`config.mk`:
```
export PLATFORM = sky130hd
export DESIGN_NAME = event_sleep_control
export DESIGN_NICKNAME = d
export VERILOG_FILES = /design/src/core/event_sleep_pkg.sv /design/src/core/sync_2ff.sv /design/src/core/edge_detect.sv /design/src/core/event_sleep_control.sv
export SDC_FILE = /design/constraint.sdc
export NUM_CORES = 1
export LEC_CHECK = 0
export BUFFER_PORTS_ARGS = -buffer_cell sky130_fd_sc_hd__buf_2
export CORE_UTILIZATION = 62
export DETAILED_ROUTE_END_ITERATION = 8
export GPL_TIMING_DRIVEN = 0
export PLACE_DENSITY = 0.85
export SLEW_MARGIN = 20
export SYNTH_ARGS = -nofsm -noshare
export SYNTH_HDL_FRONTEND = slang
export SYNTH_SLANG_ARGS = --single-unit
```
`constraint.sdc`:
```
create_clock -name clock -period 8.2 [get_ports clock]
set_input_delay 0.82 -clock clock [delete_from_list [all_inputs] [get_ports clock]]
set_output_delay 0.82 -clock clock [all_outputs]
set_load 0.05 [all_outputs]
```
`src/core/event_sleep_pkg.sv`:
```
// Purpose: shared constants and types for the event status and sleep block
// Assumes: 125 MHz system clock, serial frame of 8 command bits then 16 data bits
// Notes: register addresses are 5-bit command-byte fields

package event_sleep_pkg;

    // ----------------------------------------------------------------
    // timing
    // ----------------------------------------------------------------
    localparam int CLK_PERIOD_NS = 8;
    localparam int NS_PER_US = 1000;

    // ----------------------------------------------------------------
    // serial frame layout
    // ----------------------------------------------------------------
    localparam int CMD_READ_BIT = 7;
    localparam int ADDR_MSB = 4;
    localparam logic [3:0] CMD_LAST_BIT = 4'h7;
    localparam logic [3:0] DATA_LAST_BIT = 4'hF;
    localparam logic [2:0] LINK_SYNC_RESET = 3'h2;

    // ----------------------------------------------------------------
    // register addresses
    // ----------------------------------------------------------------
    localparam logic [4:0] ADDR_EVENT_FLAGS = 5'h00;
    localparam logic [4:0] ADDR_EVENT_MASK = 5'h01;
    localparam logic [4:0] ADDR_CONTROL = 5'h02;
    localparam logic [4:0] ADDR_PIN_CONFIG = 5'h03;
    localparam logic [4:0] ADDR_SLEEP = 5'h04;
    localparam logic [4:0] ADDR_NORMAL = 5'h05;
    localparam logic [4:0] ADDR_SLEEP_CFG = 5'h06;
    localparam logic [4:0] ADDR_STATE = 5'h07;

    // ----------------------------------------------------------------
    // event flag positions and values
    // ----------------------------------------------------------------
    localparam int FLAG_LOW_LOGIC = 15;
    localparam int FLAG_LOW_PUMP = 14;
    localparam int FLAG_RANGE = 13;
    localparam int FLAG_SIGNAL = 12;
    localparam int FLAG_LOCKED = 11;
    localparam int FLAG_CONV_DONE = 10;
    localparam int FLAG_ALARM = 9;
    localparam int FLAG_UNUSED = 8;
    localparam int FLAG_RISE_LSB = 4;
    localparam int FLAG_FALL_LSB = 0;
    localparam logic [15:0] EVENT_RESET = 16'h0000;
    localparam logic [15:0] MASK_RESET = 16'hF6FF;
    localparam logic [15:0] MASK_WRITABLE = 16'hFEFF;
    localparam logic [15:0] READ_CLEAR_MASK = 16'hDAFF;

    // ----------------------------------------------------------------
    // user pin functions, two bits per pin
    // ----------------------------------------------------------------
    localparam logic [1:0] PIN_FN_INPUT = 2'h0;
    localparam logic [1:0] PIN_FN_RESULT_OUT = 2'h1;
    localparam logic [1:0] PIN_FN_SLEEP = 2'h2;
    localparam logic [1:0] PIN_FN_WAKE = 2'h3;
    localparam logic [7:0] PIN_CONFIG_RESET = 8'h00;
    localparam logic [3:0] PINS_SYNC_RESET = 4'hF;

    // ----------------------------------------------------------------
    // sleep config and state register fields
    // ----------------------------------------------------------------
    localparam int SLEEP_REQ_BIT = 0;
    localparam int STATE_SLEEP_BIT = 0;
    localparam int STATE_CLKOUT_BIT = 1;
    localparam int STATE_BLANK_BIT = 2;
    localparam int STATE_PINS_LSB = 4;

    // ----------------------------------------------------------------
    // types
    // ----------------------------------------------------------------
    typedef struct packed {
        logic bipolar_mode;
        logic day_alarm_enable;
        logic lock_loop_enable;
        logic comparator_power_enable;
        logic converter_enable;
        logic pump_monitor_enable;
        logic logic_monitor_enable;
    } ctrl_t;
    localparam logic [6:0] CTRL_RESET = 7'h01;

    typedef struct packed {
        logic valid;
        logic signed [17:0] value;
    } conv_result_t;

    typedef enum logic [1:0] {F_IDLE, F_CMD, F_DATA, F_END} frame_state_t;

endpackage

```
`src/core/sync_2ff.sv`:
```
// Purpose: two flip-flop synchroniser for levels from outside the clock domain
// Assumes: each bit is an independent level
// Notes: first stage feeds only the second stage
`timescale 1ns/100ps

module sync_2ff #(
    parameter int WIDTH = 1,
    parameter logic [WIDTH-1:0] RESET_VAL = '0
) (
    input wire logic clock,
    input wire logic rst,
    input wire logic [WIDTH-1:0] d,
    output logic [WIDTH-1:0] q
);
    logic [WIDTH-1:0] meta_reg;

    always_ff @(posedge clock or posedge rst) begin
        if (rst) begin
            meta_reg <= RESET_VAL;
            q <= RESET_VAL;
        end else begin
            meta_reg <= d;
            q <= meta_reg;
        end
    end
endmodule // sync_2ff

```
`src/core/edge_detect.sv`:
```
// Purpose: rise and fall pulses for already synchronised levels
// Assumes: input is in the clock domain
// Notes: pulses last one clock
`timescale 1ns/100ps

module edge_detect #(
    parameter int WIDTH = 1,
    parameter logic [WIDTH-1:0] RESET_VAL = '0
) (
    input wire logic clock,
    input wire logic rst,
    input wire logic [WIDTH-1:0] level,
    output logic [WIDTH-1:0] rise,
    output logic [WIDTH-1:0] fall
);
    logic [WIDTH-1:0] prev_reg;

    always_ff @(posedge clock or posedge rst) begin
        if (rst) begin
            prev_reg <= RESET_VAL;
        end else begin
            prev_reg <= level;
        end
    end

    assign rise = level & ~prev_reg;
    assign fall = ~level & prev_reg;
endmodule // edge_detect

```
`src/core/event_sleep_control.sv`:
```
// Purpose: event flags, interrupt, serial register port and sleep control
// Assumes: host drives sclk/cs_n/mosi, device shifts out on sclk rise
// Notes: all pins are sampled through two flip-flops on the system clock
//
// How it works
// - interrupt asserts for any unmasked set flag
// - flags latch events even when masked
// - full read clears all but two flags
// - interrupt blanked from first data bit to end
// - aborted read leaves every flag unchanged
// - events during read re-interrupt after read
// - low logic-supply flag follows enabled monitor
// - low pump-output flag follows enabled monitor
// - range-error flag from result limits per mode
// - signal-detect flag set by comparator, cleared off
// - clock-locked flag set on lock, read clears
// - converter-done flag mirrors result ready signal
// - day-alarm flag on match, cleared by disable
// - pin rise and fall flags for all pins
// - event register resets to zero, fixed layout
// - pin-routed outputs have no mask bits
// - reset enables logic monitor, pins pulled-up inputs
// - clock outputs after supervisor clear and timeout
// - sleep by address, request bit or pin
// - sleep is latch OR sleep pin
// - normal address or pin release exits sleep
// - wake pin or alarm exits sleep
// - mask bit one suppresses, only lock enabled
// - wake in normal mode only records event
`timescale 1ns/100ps

module event_sleep_control
    import event_sleep_pkg::*;
#(
    parameter int TIMEOUT_US = 100
) (
    input wire logic clock,
    input wire logic rst,
    input wire logic sclk,
    input wire logic cs_n,
    input wire logic mosi,
    output logic miso,
    output logic miso_oe,
    output logic irq_n,
    input wire logic [3:0] user_pins_in,
    output logic [3:0] user_pins_out,
    output logic [3:0] user_pins_oe,
    output logic [3:0] user_pins_pullup,
    input wire logic logic_supply_low,
    input wire logic pump_output_low,
    input wire logic signal_detect_trip,
    input wire logic fll_locked,
    input wire logic supervisor_ok,
    input wire logic result_ready_signal,
    input wire conv_result_t conv_result,
    input wire logic [19:0] time_count,
    input wire logic [19:0] alarm_compare_value,
    output logic sleep_mode,
    output logic clk_out_enable,
    output ctrl_t ctrl
);
    localparam int TIMEOUT_CYCLES_RAW = (TIMEOUT_US * NS_PER_US) / CLK_PERIOD_NS;
    localparam int TIMEOUT_CYCLES = (TIMEOUT_CYCLES_RAW < 1) ? 1 : TIMEOUT_CYCLES_RAW;

    // ----------------------------------------------------------------
    // input synchronisers and edge finders
    // ----------------------------------------------------------------
    logic [2:0] link_s;
    logic [3:0] pins_s;
    logic [4:0] mon_s;
    logic sclk_s, cs_s, mosi_s;
    logic sclk_rise, sclk_fall;
    logic [3:0] pin_rise, pin_fall;
    logic lock_rise;

    sync_2ff #(.WIDTH(3), .RESET_VAL(LINK_SYNC_RESET)) u_link_sync (
        .clock(clock),
        .rst(rst),
        .d({sclk, cs_n, mosi}),
        .q(link_s)
    );
    sync_2ff #(.WIDTH(4), .RESET_VAL(PINS_SYNC_RESET)) u_pins_sync (
        .clock(clock),
        .rst(rst),
        .d(user_pins_in),
        .q(pins_s)
    );
    sync_2ff #(.WIDTH(5), .RESET_VAL(5'h00)) u_mon_sync (
        .clock(clock),
        .rst(rst),
        .d({logic_supply_low, pump_output_low, signal_detect_trip, fll_locked,
            supervisor_ok}),
        .q(mon_s)
    );

    assign sclk_s = link_s[2];
    assign cs_s = link_s[1];
    assign mosi_s = link_s[0];

    edge_detect #(.WIDTH(1), .RESET_VAL(1'b0)) u_sclk_edge (
        .clock(clock),
        .rst(rst),
        .level(sclk_s),
        .rise(sclk_rise),
        .fall(sclk_fall)
    );
    // pins: edges seen whatever the pin function, outputs included
    edge_detect #(.WIDTH(4), .RESET_VAL(PINS_SYNC_RESET)) u_pin_edge (
        .clock(clock),
        .rst(rst),
        .level(pins_s),
        .rise(pin_rise),
        .fall(pin_fall)
    );
    edge_detect #(.WIDTH(1), .RESET_VAL(1'b0)) u_lock_edge (
        .clock(clock),
        .rst(rst),
        .level(mon_s[1]),
        .rise(lock_rise),
        .fall()
    );

    // ----------------------------------------------------------------
    // registers
    // ----------------------------------------------------------------
    frame_state_t state_reg;
    logic [3:0] bit_cnt_reg;
    logic [7:0] cmd_reg;
    logic [15:0] data_sh_reg;
    logic [15:0] flags_reg, flags_next;
    logic [15:0] snap_reg;
    logic [15:0] mask_reg;
    logic [7:0] pin_cfg_reg;
    logic blank_reg;
    logic shutdown_latch, latch_next;
    logic match_prev_reg;
    logic [31:0] timeout_cnt_reg;
    logic [15:0] rdata;
    logic [7:0] cmd_next;
    logic cmd_done, first_data_rise, write_strobe, ev_read, read_done;
    logic sleep_cmd, normal_cmd;
    logic [15:0] wdata;
    logic [15:0] set_vec, zero_vec, clr_vec;
    logic alarm_match, alarm_hit, range_bad;
    logic sleep_pin, wake_hit;

    // ----------------------------------------------------------------
    // serial frame decode
    // ----------------------------------------------------------------
    assign cmd_next = {cmd_reg[6:0], mosi_s};
    assign cmd_done = (state_reg == F_CMD) && sclk_rise && (bit_cnt_reg == CMD_LAST_BIT);
    assign sleep_cmd = cmd_done && !cmd_next[CMD_READ_BIT]
                       && (cmd_next[ADDR_MSB:0] == ADDR_SLEEP);
    assign normal_cmd = cmd_done && !cmd_next[CMD_READ_BIT]
                        && (cmd_next[ADDR_MSB:0] == ADDR_NORMAL);
    assign first_data_rise = (state_reg == F_DATA) && sclk_rise && (bit_cnt_reg == 4'h0);
    assign write_strobe = (state_reg == F_DATA) && sclk_rise
                          && (bit_cnt_reg == DATA_LAST_BIT) && !cmd_reg[CMD_READ_BIT];
    assign wdata = {data_sh_reg[14:0], mosi_s};
    assign ev_read = cmd_reg[CMD_READ_BIT] && (cmd_reg[ADDR_MSB:0] == ADDR_EVENT_FLAGS);
    // complete read: last bit held until the following fall or the frame end
    assign read_done = blank_reg && (state_reg == F_END) && (sclk_fall || cs_s);

    always_ff @(posedge clock or posedge rst) begin
        if (rst) begin
            state_reg <= F_IDLE;
            bit_cnt_reg <= 4'h0;
            cmd_reg <= 8'h00;
            data_sh_reg <= 16'h0000;
            miso <= 1'b0;
        end else if (cs_s) begin
            state_reg <= F_IDLE;
            bit_cnt_reg <= 4'h0;
        end else begin
            case (state_reg)
                F_IDLE: begin
                    state_reg <= F_CMD;
                    bit_cnt_reg <= 4'h0;
                end
                F_CMD: begin
                    if (sclk_rise) begin
                        cmd_reg <= cmd_next;
                        bit_cnt_reg <= bit_cnt_reg + 4'h1;
                        if (cmd_done) begin
                            bit_cnt_reg <= 4'h0;
                            // sleep and normal addresses carry no data
                            if (sleep_cmd || normal_cmd) begin
                                state_reg <= F_END;
                            end else begin
                                state_reg <= F_DATA;
                            end
                        end
                    end
                end
                F_DATA: begin
                    if (sclk_rise) begin
                        bit_cnt_reg <= bit_cnt_reg + 4'h1;
                        if (first_data_rise) begin
                            miso <= rdata[15];
                            data_sh_reg <= {rdata[14:0], mosi_s};
                        end else begin
                            miso <= data_sh_reg[15];
                            data_sh_reg <= wdata;
                        end
                        if (bit_cnt_reg == DATA_LAST_BIT) begin
                            state_reg <= F_END;
                        end
                    end
                end
                F_END: begin
                    state_reg <= F_END;
                end
                default: begin
                    state_reg <= F_IDLE;
                end
            endcase
        end
    end

    always_ff @(posedge clock or posedge rst) begin
        if (rst) begin
            miso_oe <= 1'b0;
        end else begin
            miso_oe <= !cs_s;
        end
    end

    // ----------------------------------------------------------------
    // read data mux
    // ----------------------------------------------------------------
    always_comb begin
        rdata = 16'h0000;
        case (cmd_reg[ADDR_MSB:0])
            ADDR_EVENT_FLAGS: rdata = flags_reg;
            ADDR_EVENT_MASK: rdata = mask_reg;
            ADDR_CONTROL: rdata = {9'h000, ctrl};
            ADDR_PIN_CONFIG: rdata = {8'h00, pin_cfg_reg};
            ADDR_SLEEP_CFG: rdata = {15'h0000, shutdown_latch};
            ADDR_STATE: begin
                rdata[STATE_SLEEP_BIT] = sleep_mode;
                rdata[STATE_CLKOUT_BIT] = clk_out_enable;
                rdata[STATE_BLANK_BIT] = blank_reg;
                rdata[STATE_PINS_LSB +: 4] = pins_s;
            end
            default: rdata = 16'h0000;
        endcase
    end

    // ----------------------------------------------------------------
    // event flags
    // ----------------------------------------------------------------
    assign alarm_match = (time_count == alarm_compare_value);
    assign alarm_hit = alarm_match && !match_prev_reg && ctrl.day_alarm_enable;
    assign range_bad = ctrl.bipolar_mode
                       ? ((conv_result.value[17:15] != 3'h0) && (conv_result.value[17:15] != 3'h7))
                       : (conv_result.value[17:16] != 2'h0);

    always_comb begin
        set_vec = 16'h0000;
        zero_vec = 16'h0000;
        // level-set flags come straight back if the cause persists
        set_vec[FLAG_LOW_LOGIC] = mon_s[4] && ctrl.logic_monitor_enable;
        zero_vec[FLAG_LOW_LOGIC] = !ctrl.logic_monitor_enable;
        set_vec[FLAG_LOW_PUMP] = mon_s[3] && ctrl.pump_monitor_enable;
        zero_vec[FLAG_LOW_PUMP] = !ctrl.pump_monitor_enable;
        set_vec[FLAG_SIGNAL] = mon_s[2] && ctrl.comparator_power_enable;
        zero_vec[FLAG_SIGNAL] = !ctrl.comparator_power_enable;
        set_vec[FLAG_LOCKED] = lock_rise && ctrl.lock_loop_enable;
        set_vec[FLAG_ALARM] = alarm_hit;
        zero_vec[FLAG_ALARM] = !ctrl.day_alarm_enable;
        set_vec[FLAG_RISE_LSB +: 4] = pin_rise;
        set_vec[FLAG_FALL_LSB +: 4] = pin_fall;
        // only bits that were shifted out are cleared; new events win
        clr_vec = read_done ? (snap_reg & READ_CLEAR_MASK) : 16'h0000;
        flags_next = ((flags_reg & ~clr_vec) | set_vec) & ~zero_vec;
        if (!ctrl.converter_enable) begin
            flags_next[FLAG_RANGE] = 1'b0;
        end else if (conv_result.valid) begin
            flags_next[FLAG_RANGE] = range_bad;
        end else begin
            flags_next[FLAG_RANGE] = flags_reg[FLAG_RANGE];
        end
        flags_next[FLAG_CONV_DONE] = result_ready_signal;
        flags_next[FLAG_UNUSED] = 1'b0;
    end

    always_ff @(posedge clock or posedge rst) begin
        if (rst) begin
            flags_reg <= EVENT_RESET;
            match_prev_reg <= 1'b0;
        end else begin
            flags_reg <= flags_next;
            match_prev_reg <= alarm_match;
        end
    end

    // ----------------------------------------------------------------
    // read snapshot and interrupt blanking
    // ----------------------------------------------------------------
    always_ff @(posedge clock or posedge rst) begin
        if (rst) begin
            snap_reg <= 16'h0000;
            blank_reg <= 1'b0;
        end else begin
            if (first_data_rise && ev_read) begin
                snap_reg <= flags_reg;
                blank_reg <= 1'b1;
            end else if (read_done || cs_s) begin
                blank_reg <= 1'b0;
            end
        end
    end

    always_ff @(posedge clock or posedge rst) begin
        if (rst) begin
            irq_n <= 1'b1;
        end else begin
            irq_n <= !(|(flags_reg & ~mask_reg)) || blank_reg;
        end
    end

    // ----------------------------------------------------------------
    // software registers
    // ----------------------------------------------------------------
    always_ff @(posedge clock or posedge rst) begin
        if (rst) begin
            mask_reg <= MASK_RESET;
            ctrl <= CTRL_RESET;
            pin_cfg_reg <= PIN_CONFIG_RESET;
        end else if (write_strobe) begin
            case (cmd_reg[ADDR_MSB:0])
                ADDR_EVENT_MASK: mask_reg <= wdata & MASK_WRITABLE;
                ADDR_CONTROL: ctrl <= wdata[6:0];
                ADDR_PIN_CONFIG: pin_cfg_reg <= wdata[7:0];
                default: mask_reg <= mask_reg;
            endcase
        end
    end

    // ----------------------------------------------------------------
    // user pins
    // ----------------------------------------------------------------
    always_comb begin
        sleep_pin = 1'b0;
        wake_hit = 1'b0;
        for (int i = 0; i < 4; i++) begin
            sleep_pin = sleep_pin || (pins_s[i] && (pin_cfg_reg[2*i +: 2] == PIN_FN_SLEEP));
            wake_hit = wake_hit || (pin_rise[i] && (pin_cfg_reg[2*i +: 2] == PIN_FN_WAKE));
        end
    end

    // routed result output is gated only by the pin function
    always_ff @(posedge clock or posedge rst) begin
        if (rst) begin
            user_pins_out <= 4'h0;
            user_pins_oe <= 4'h0;
            user_pins_pullup <= 4'hF;
        end else begin
            for (int i = 0; i < 4; i++) begin
                user_pins_out[i] <= result_ready_signal
                                    && (pin_cfg_reg[2*i +: 2] == PIN_FN_RESULT_OUT);
                user_pins_oe[i] <= (pin_cfg_reg[2*i +: 2] == PIN_FN_RESULT_OUT);
                user_pins_pullup[i] <= (pin_cfg_reg[2*i +: 2] != PIN_FN_RESULT_OUT);
            end
        end
    end

    // ----------------------------------------------------------------
    // sleep control
    // ----------------------------------------------------------------
    always_comb begin
        latch_next = shutdown_latch;
        if (sleep_cmd || (write_strobe && (cmd_reg[ADDR_MSB:0] == ADDR_SLEEP_CFG)
                          && wdata[SLEEP_REQ_BIT])) begin
            latch_next = 1'b1;
        end else if (!sleep_pin && (normal_cmd || wake_hit || alarm_hit)) begin
            // wake while already awake just clears a clear latch
            latch_next = 1'b0;
        end
    end

    always_ff @(posedge clock or posedge rst) begin
        if (rst) begin
            shutdown_latch <= 1'b0;
            sleep_mode <= 1'b0;
        end else begin
            shutdown_latch <= latch_next;
            // pin overrides software and wake, leaves latch alone
            sleep_mode <= latch_next || sleep_pin;
        end
    end

    // ----------------------------------------------------------------
    // clock output gate after supervisor timeout
    // ----------------------------------------------------------------
    always_ff @(posedge clock or posedge rst) begin
        if (rst) begin
            timeout_cnt_reg <= 32'h0000_0000;
            clk_out_enable <= 1'b0;
        end else if (!mon_s[0]) begin
            timeout_cnt_reg <= 32'h0000_0000;
            clk_out_enable <= 1'b0;
        end else if (timeout_cnt_reg == 32'(TIMEOUT_CYCLES)) begin
            clk_out_enable <= 1'b1;
        end else begin
            timeout_cnt_reg <= timeout_cnt_reg + 32'h0000_0001;
        end
    end

endmodule // event_sleep_control

```
==> results of run 1 <==
## through the flow
| stage | worst slack (ns) | utilization, % | cells | cell area, µm² |
|---|---|---|---|---|
| 2_1_floorplan | 2.83 | - | 682 | 7750 |
| 3_3_place_gp | 1.35 | 69.1 | 932 | 8370 |
| 3_5_place_dp | 5.44 | 69.4 | 933 | 8400 |
| 4_1_cts | 5.42 | 74.1 | 965 | 8980 |
| 5_1_grt | 5.24 | 74.1 | 965 | 8980 |
| 6_report | 5.34 | 74.1 | 965 | 8980 |
## cell type report
| cell class | count | area, µm² |
|---|---|---|
| tap | 168 | 210 |
| buffer | 22 | 119 |
| inverter | 38 | 150 |
| timing repair buffer | 83 | 438 |
| clock buffer | 19 | 453 |
| fill | 805 | 3140 |
| multi-input combinational | 452 | 3190 |
| sequential | 170 | 4300 |
| clock inverter | 13 | 120 |
## placed cells by master, fill, tap and decap left out, types with 6 or more instances in the layout
master / n
dfrtp_1: 136
buf_2: 83
nand2_1: 61
mux2_2: 43
o21ai_0: 39
inv_1: 36
dfstp_2: 34
nor2_1: 33
and2_1: 30
xnor2_1: 23
xor2_1: 23
nand3_1: 18
clkbuf_16: 17
nand4_1: 16
clkbuf_1: 16
mux2i_1: 16
a21oi_1: 14
o22ai_1: 11
nor4_1: 9
nor3_1: 9
a221oi_1: 8
mux2_4: 8
ha_1: 8
nor2b_1: 7
nand2b_1: 6
## power by group through the flow
stage          Clock (mW)  Sequential, mW  Combinational, mW
2_1_floorplan           0           0.958              0.256
4_1_cts             0.778           0.966              0.361
5_1_grt             0.811           0.974              0.401
6_report            0.772           0.968              0.367
3_3_place_gp            0           0.973              0.337
3_5_place_dp            0           0.979              0.354
## layer usage
layer	vias to the layer above	share of wire, %
li1	2599	-
met1	2853	41
met2	206	51
met3	39	6.1
met4	0	2.1
met5	-	0
## how the worst max path moves through the flow
| stage | endpoint | startpoint | slack [ns] |
|---|---|---|---|
| floorplan | bit_cnt_reg[0]$_DFFE_PP0P_ | rst | 2.83 |
| global placement | user_pins_out[1]$_DFF_PP0_ | rst | 1.35 |
| detailed placement | snap_reg[0]$_DFFE_PP0P_ | bit_cnt_reg[0]$_DFFE_PP0P_ | 5.44 |
| CTS | snap_reg[0]$_DFFE_PP0P_ | bit_cnt_reg[0]$_DFFE_PP0P_ | 5.42 |
| global route | snap_reg[1]$_DFFE_PP0P_ | bit_cnt_reg[0]$_DFFE_PP0P_ | 5.24 |
| finish | snap_reg[0]$_DFFE_PP0P_ | bit_cnt_reg[0]$_DFFE_PP0P_ | 5.34 |
## kinds of logic after synthesis
family / count (synthesis)
buf+inv: 60
fa+ha+maj: 8
compound gates: 105
flops: 170
mux: 68
simple gates: 225
xor+xnor: 46
## worst max-delay path, stage by stage (launching register included)
cell and delay (ns):
dfrtp_1 0.43, inv_1 0.08, ha_1 0.17, or3b_1 0.47
nor2_1 0.53, and4b_1 0.28, buf_2 0.17, buf_4 0.23
mux2_2 0.36
==> summary.txt, run 1 <==
Status
  – Outcome: finished, final reports clean

Clock network
  – TritonCTS buffer count: 17
  – CTS root buf: clkbuf_16
  – Number of hold buffers added after cts: 0
  – TritonCTS Sinks: 170
  – # H-tree levels: 4
  – TritonCTS clock tree: yes
  – Worst-Skew Late Latency: 0.43 ns
  – Post-CTS setup buffer count: 0
  – Post_cts resized: 0
  – Clk buf depth: 2
  – Clock-pin slew of the registers on the worst-case setup and hold paths: 0.07 ns

Yosys
  – Netlist cell types: 65
  – Post-Syn Area per Cell: 11.4 µm²
  – Yosys warnings: 0
  – Sequential-to-total area share from yosys stat: 55.5%
  – Post-Synth XOR/XNOR Area: 5.20%
  – Adder-cell share of the synthesized area: 1.29%
  – Synth area leader: dfrtp_1
  – EDFF count, synth: 0
  – Syn Inst Count: 682
  – Top post-synthesis cells by area: dfrtp_1 (44%), dfstp_2 (12%), mux2_2 (6.3%)
  – Yosys top cell area share: 43.9%
  – Top_reg_cell synth: dfrtp_1
  – Post-synth top cells: dfrtp_1 (136), nand2_1 (61), mux2_2 (43), o21ai_0 (39), inv_1 (37)
  – FFs w/ async S/R, synth: 100%
  – Cell Area, Synth: 0.00775 mm²
  – #FFs+latches synth: 170
  – Multiplexer share of the synthesized area: 10.2%
  – Mapped Nets: 764
  – Combinational family with the most area after synthesis: simple AND/OR/NAND/NOR gates
  – Most common cell in the netlist: dfrtp_1
  – Simple-Gate Fraction of Synth Area: 15.7%
  – Compound-Gate Fraction of Synth Area: 8.80%

Power
  – Final total power: 2.11 mW
  – Pwr/cell area: 235 mW/mm²
  – Clk pwr share: 36.6%
  – Pint: 1.47 mW
  – Sw Share: 30.2%
  – Combinational share of power: 17.4%
  – VDD IR max: 0.192 mV
  – Sequential group share of total power: 46.0%
  – Leak Pwr: 4.13 nW
  – Sw Pwr: 636 µW

Min path
  – Hold Path End: u_mon_sync.q[3]$_DFF_PP0_
  – Min-Delay Startpoint: u_mon_sync.meta_reg[3]$_DFF_PP0_
  – Hold depth: 0
  – Min-Delay Path Class: register to register

Worst setup path
  – FF-to-FF Start: bit_cnt_reg[0]$_DFFE_PP0P_
  – Reg2reg end: snap_reg[0]$_DFFE_PP0P_
  – Worst setup path category: register to register
  – Startpoint type of the worst setup path: register
  – R2R depth: 8
  – CP Data Arrival Time: 3.17 ns
  – Critical Path RT: 8.51 ns
  – Flop2flop setup slack: 5.34 ns
  – Worst Path Max Fanout: 10
  – Crit. End Element: register

Die
  – Die area: 0.0129 mm²
  – Row Count: 40
  – Die height: 114 µm
  – Die X-Extent: 114 µm
  – Initial core utilization: 64.0%
  – Ports: 98
  – Core area: 0.0121 mm²

Cells and area
  – Fin nets: 866
  – Max reg flops: 32
  – Layout cells sized above 1: 27.1%
  – Inserted Diodes: 0
  – P&R area growth vs syn: 15.9%

STA
  – Crit path time final: 2.86 ns
  – Worst rel slew slack: 47.5%
  – Setup TNS: 0 ns
  – Unrepaired setup endpoints after global routing: no
  – Hold_ws: 0.348 ns
  – Final setup viols: 0
  – Slew Limit Fails: 0
  – Worst Tran Pin Value: 0.782 ns
  – Final count of hold timing violations: 0
  – FMAX: 350 MHz
  – Skew final: 0.00638 ns
  – Final period utilization: 34.8%

Global routing
  – Vias in the first global route: 5,764
  – GRT Util Overall: 28.7%
  – Met2 usage: 47.2%
  – Largest net degree at the start of global routing: 90
  – Global route overflow: 0
  – Busiest grt layer: met2
  – Met1 GRT Util: 36.5%
  – Met3 Resource Use GR: 7.28%
  – First-pass GRT wire length: 28.4 mm
  – Initial antenna violation count: 0

Job
  – Max_cap viols: 0

Detailed routing
  – Via count: 5,697
  – Final ANT Viol Nets: 0
  – Detailed Route WL: 17.3 mm
  – DRT Pass-1 Iters: 5
  – # DRC: 0
  – DR vias/cell: 5.90
  – Routed WL per cell: 18.0 µm
  – Iter 0 DRT Violations: 477

Placed design
  – DP HPWL: 12.2 mm
  – Port Buffer Count: 82
  – Final Wtd Congestion: 0.877
Power figures use the tool's default switching activity.
==> inputs of run 2 (changes only) <==
--- a/config.mk
+++ b/config.mk
@@ -6,10 +6,10 @@
 export NUM_CORES = 1
 export LEC_CHECK = 0
 export BUFFER_PORTS_ARGS = -buffer_cell sky130_fd_sc_hd__buf_2
-export CORE_UTILIZATION = 62
+export CORE_UTILIZATION = 52
 export DETAILED_ROUTE_END_ITERATION = 8
 export GPL_TIMING_DRIVEN = 0
-export PLACE_DENSITY = 0.85
+export PLACE_DENSITY = 0.76
 export SLEW_MARGIN = 20
 export SYNTH_ARGS = -nofsm -noshare
 export SYNTH_HDL_FRONTEND = slang
==> constraint.sdc (replaced) <==
create_clock -name clock -period 2.3 [get_ports clock]
set_input_delay 0.23 -clock clock [delete_from_list [all_inputs] [get_ports clock]]
set_output_delay 0.23 -clock clock [all_outputs]
set_load 0.05 [all_outputs]
==> summary.txt, run 2 (synthesized netlist as in run 1, its figures left out) <==
Status
  – Outcome: finished, final reports clean (unchanged)

STA
  – Skew final: 0.0160 ns (was 0.00638 ns)
  – Crit path time final: 2.25 ns (was 2.86 ns)
  – Worst setup margin: 0.0477 ns (was 5.34 ns)
  – FMAX: 444 MHz (was 350 MHz)
  – Setup TNS: 0 ns (unchanged)
  – Final period utilization: 97.9% (was 34.8%)
  – Final count of hold timing violations: 0 (unchanged)
  – Worst rel slew slack: 47.5% (about the same)
  – Hold_ws: 0.0763 ns (was 0.348 ns)
  – Worst Tran Pin Value: 0.781 ns (was 0.782 ns)
  – Final setup viols: 0 (unchanged)
  – Slew Limit Fails: 0 (unchanged)

Clock network
  – TritonCTS Sinks: 170 (unchanged)
  – TritonCTS clock tree: yes (unchanged)
  – Clock-pin slew of the registers on the worst-case setup and hold paths: 0.06 ns (was 0.07 ns)
  – CTS root buf: clkbuf_16 (unchanged)
  – # H-tree levels: 4 (unchanged)
  – Worst-Skew Late Latency: 0.43 ns (about the same)
  – TritonCTS buffer count: 17 (unchanged)
  – Clk buf depth: 2 (unchanged)

Cells and area
  – Non-filler cells, final: 1,008 (was 965)
  – Commonest non-fill, non-tap cells in the layout: dfrtp_1 (134), buf_2 (82), nand2_1 (61), mux2_2 (43), o21ai_0 (39) (was dfrtp_1 (136), buf_2 (83), nand2_1 (61), mux2_2 (43), o21ai_0 (39))
  – Inserted Diodes: 0 (unchanged)
  – Max reg flops: 32 (unchanged)
  – Final non-filler cell area: 0.00934 mm² (was 0.00898 mm²)
  – Layout cells sized above 1: 29.1% (was 27.1%)
  – P&R area growth vs syn: 20.6% (was 15.9%)
  – Most common cell after layout, fill and taps aside: dfrtp_1 (unchanged)
  – Final core occ: 64.3% (was 74.1%)
  – Fin nets: 893 (was 866)

Worst setup path
  – Worst Setup SP: bit_cnt_reg[0]$_DFFE_PP0P_ (unchanged)
  – FF-to-FF Start: bit_cnt_reg[0]$_DFFE_PP0P_ (unchanged)
  – Worst setup path category: register to register (unchanged)
  – Startpoint type of the worst setup path: register (unchanged)
  – Crit. End Element: register (unchanged)
  – Worst Path Max Fanout: 10 (unchanged)
  – CP Data Arrival Time: 2.56 ns (was 3.17 ns)
  – Critical Path RT: 2.61 ns (was 8.51 ns)

Die
  – Row Count: 44 (was 40)
  – Initial core utilization: 53.3% (was 64.0%)
  – Ports: 98 (unchanged)
  – Die area: 0.0154 mm² (was 0.0129 mm²)
  – Die X-Extent: 124 µm (was 114 µm)
  – Die height: 124 µm (was 114 µm)
  – Core area: 0.0145 mm² (was 0.0121 mm²)

Placed design
  – Port Buffer Count: 82 (unchanged)
  – Final Wtd Congestion: 0.857 (was 0.877)
  – Placement Setup Slack: -0.419 ns (was 5.44 ns)
  – DP HPWL: 12.3 mm (was 12.2 mm)
  – Placed insts: 953 (was 933)
  – Total placed instance area: 0.00851 mm² (was 0.00840 mm²)

Detailed routing
  – Iter 0 DRT Violations: 486 (was 477)
  – Final ANT Viol Nets: 0 (unchanged)
  – Via count: 5,722 (was 5,697)
  – DR vias/cell: 5.68 (was 5.90)
  – Routed WL per cell: 17.4 µm (was 18.0 µm)
  – # DRC: 0 (unchanged)
  – Detailed Route WL: 17.5 mm (was 17.3 mm)
  – DRT Pass-1 Iters: 5 (unchanged)

Job
  – Max_cap viols: 0 (unchanged)

Power
  – Leak Pwr: 4.29 nW (was 4.13 nW)
  – VDD IR max: 0.570 mV (was 0.192 mV)
  – Final total power: 7.50 mW (was 2.11 mW)
  – Pwr/cell area: 803 mW/mm² (was 235 mW/mm²)

Global routing
  – Global route overflow: 0 (unchanged)
  – First-pass GRT wire length: 28.4 mm (about the same)
  – GRT Util Overall: 24.4% (was 28.7%)
  – Vias in the first global route: 5,693 (was 5,764)
  – Initial antenna violation count: 0 (unchanged)
  – Largest net degree at the start of global routing: 36 (was 90)

Min path
  – Min-Delay Path Class: input pin to register (was register to register)
  – Min-Delay Startpoint: conv_result[18] (was u_mon_sync.meta_reg[3]$_DFF_PP0_)
## run 2: cell types whose count changed in the layout (fill, tap and decap cells not counted), sizes merged
cell / previous run / this run
clkbuf: 35 / 34
bufinv: 1 / 0
clkinvlp: 5 / 4
dlygate4sd3: 0 / 14
buf: 89 / 102
inv: 40 / 43
## run 2: worst paths after layout
kind                       slack [ns]                         to  cells past startpoint
min                              0.08  flags_reg[13]$_DFFE_PP0P_                      3
max                              0.05    snap_reg[0]$_DFFE_PP0P_                      8
max in group asynchronous        0.82    mask_reg[6]$_DFFE_PP1P_                      6
min in group asynchronous        0.45  u_mon_sync.q[2]$_DFF_PP0_                      3
max reg2reg                      0.05    snap_reg[0]$_DFFE_PP0P_                      8
min reg2reg                      0.34  u_mon_sync.q[2]$_DFF_PP0_                      0
## run 2: metal layers
metal | routed length (µm) | GRT usage, %
met3 | 750 | 5.59
met1 | 7580 | 32.6
met5 | 0 | 0
met4 | 376 | 8.48
met2 | 8820 | 39.0
## run 2: repair_timing
| action | CTS | global route |
|---|---|---|
| gates resized for setup | 12 | 9 |
| hold buffers | 14 | 0 |
| pin swaps | 3 | 2 |
| endpoints found under the hold margin | 38 | 0 |
| setup buffers | 9 | 1 |
| setup endpoints to repair | 51 | 46 |
## run 2: area by class of cell
type | count | area, µm²
Timing Repair Buffer | 111 | 741
Fill cell | 1124 | 5190
Clock buffer | 18 | 429
Buffer | 21 | 128
Clock inverter | 14 | 115
Multi-Input combinational cell | 452 | 3250
Tap cell | 184 | 230
Inverter | 38 | 146
Sequential cell | 170 | 4300
## run 2: power breakdown
part | switching, mW | internal (mW) | total, mW
Combinational | 0.849 | 0.555 | 1.40
Sequential | 0.248 | 3.22 | 3.47
Clock | 1.23 | 1.40 | 2.63
Total | 2.32 | 5.18 | 7.50
## run 2: critical path, cell delays in order (launching register included)
cell	delay (ns)
dfrtp_2	0.44
inv_1	0.07
ha_1	0.17
or3b_4	0.41
nor2_4	0.12
and4b_1	0.20
clkbuf_4	0.19
buf_8	0.16
mux2_2	0.35
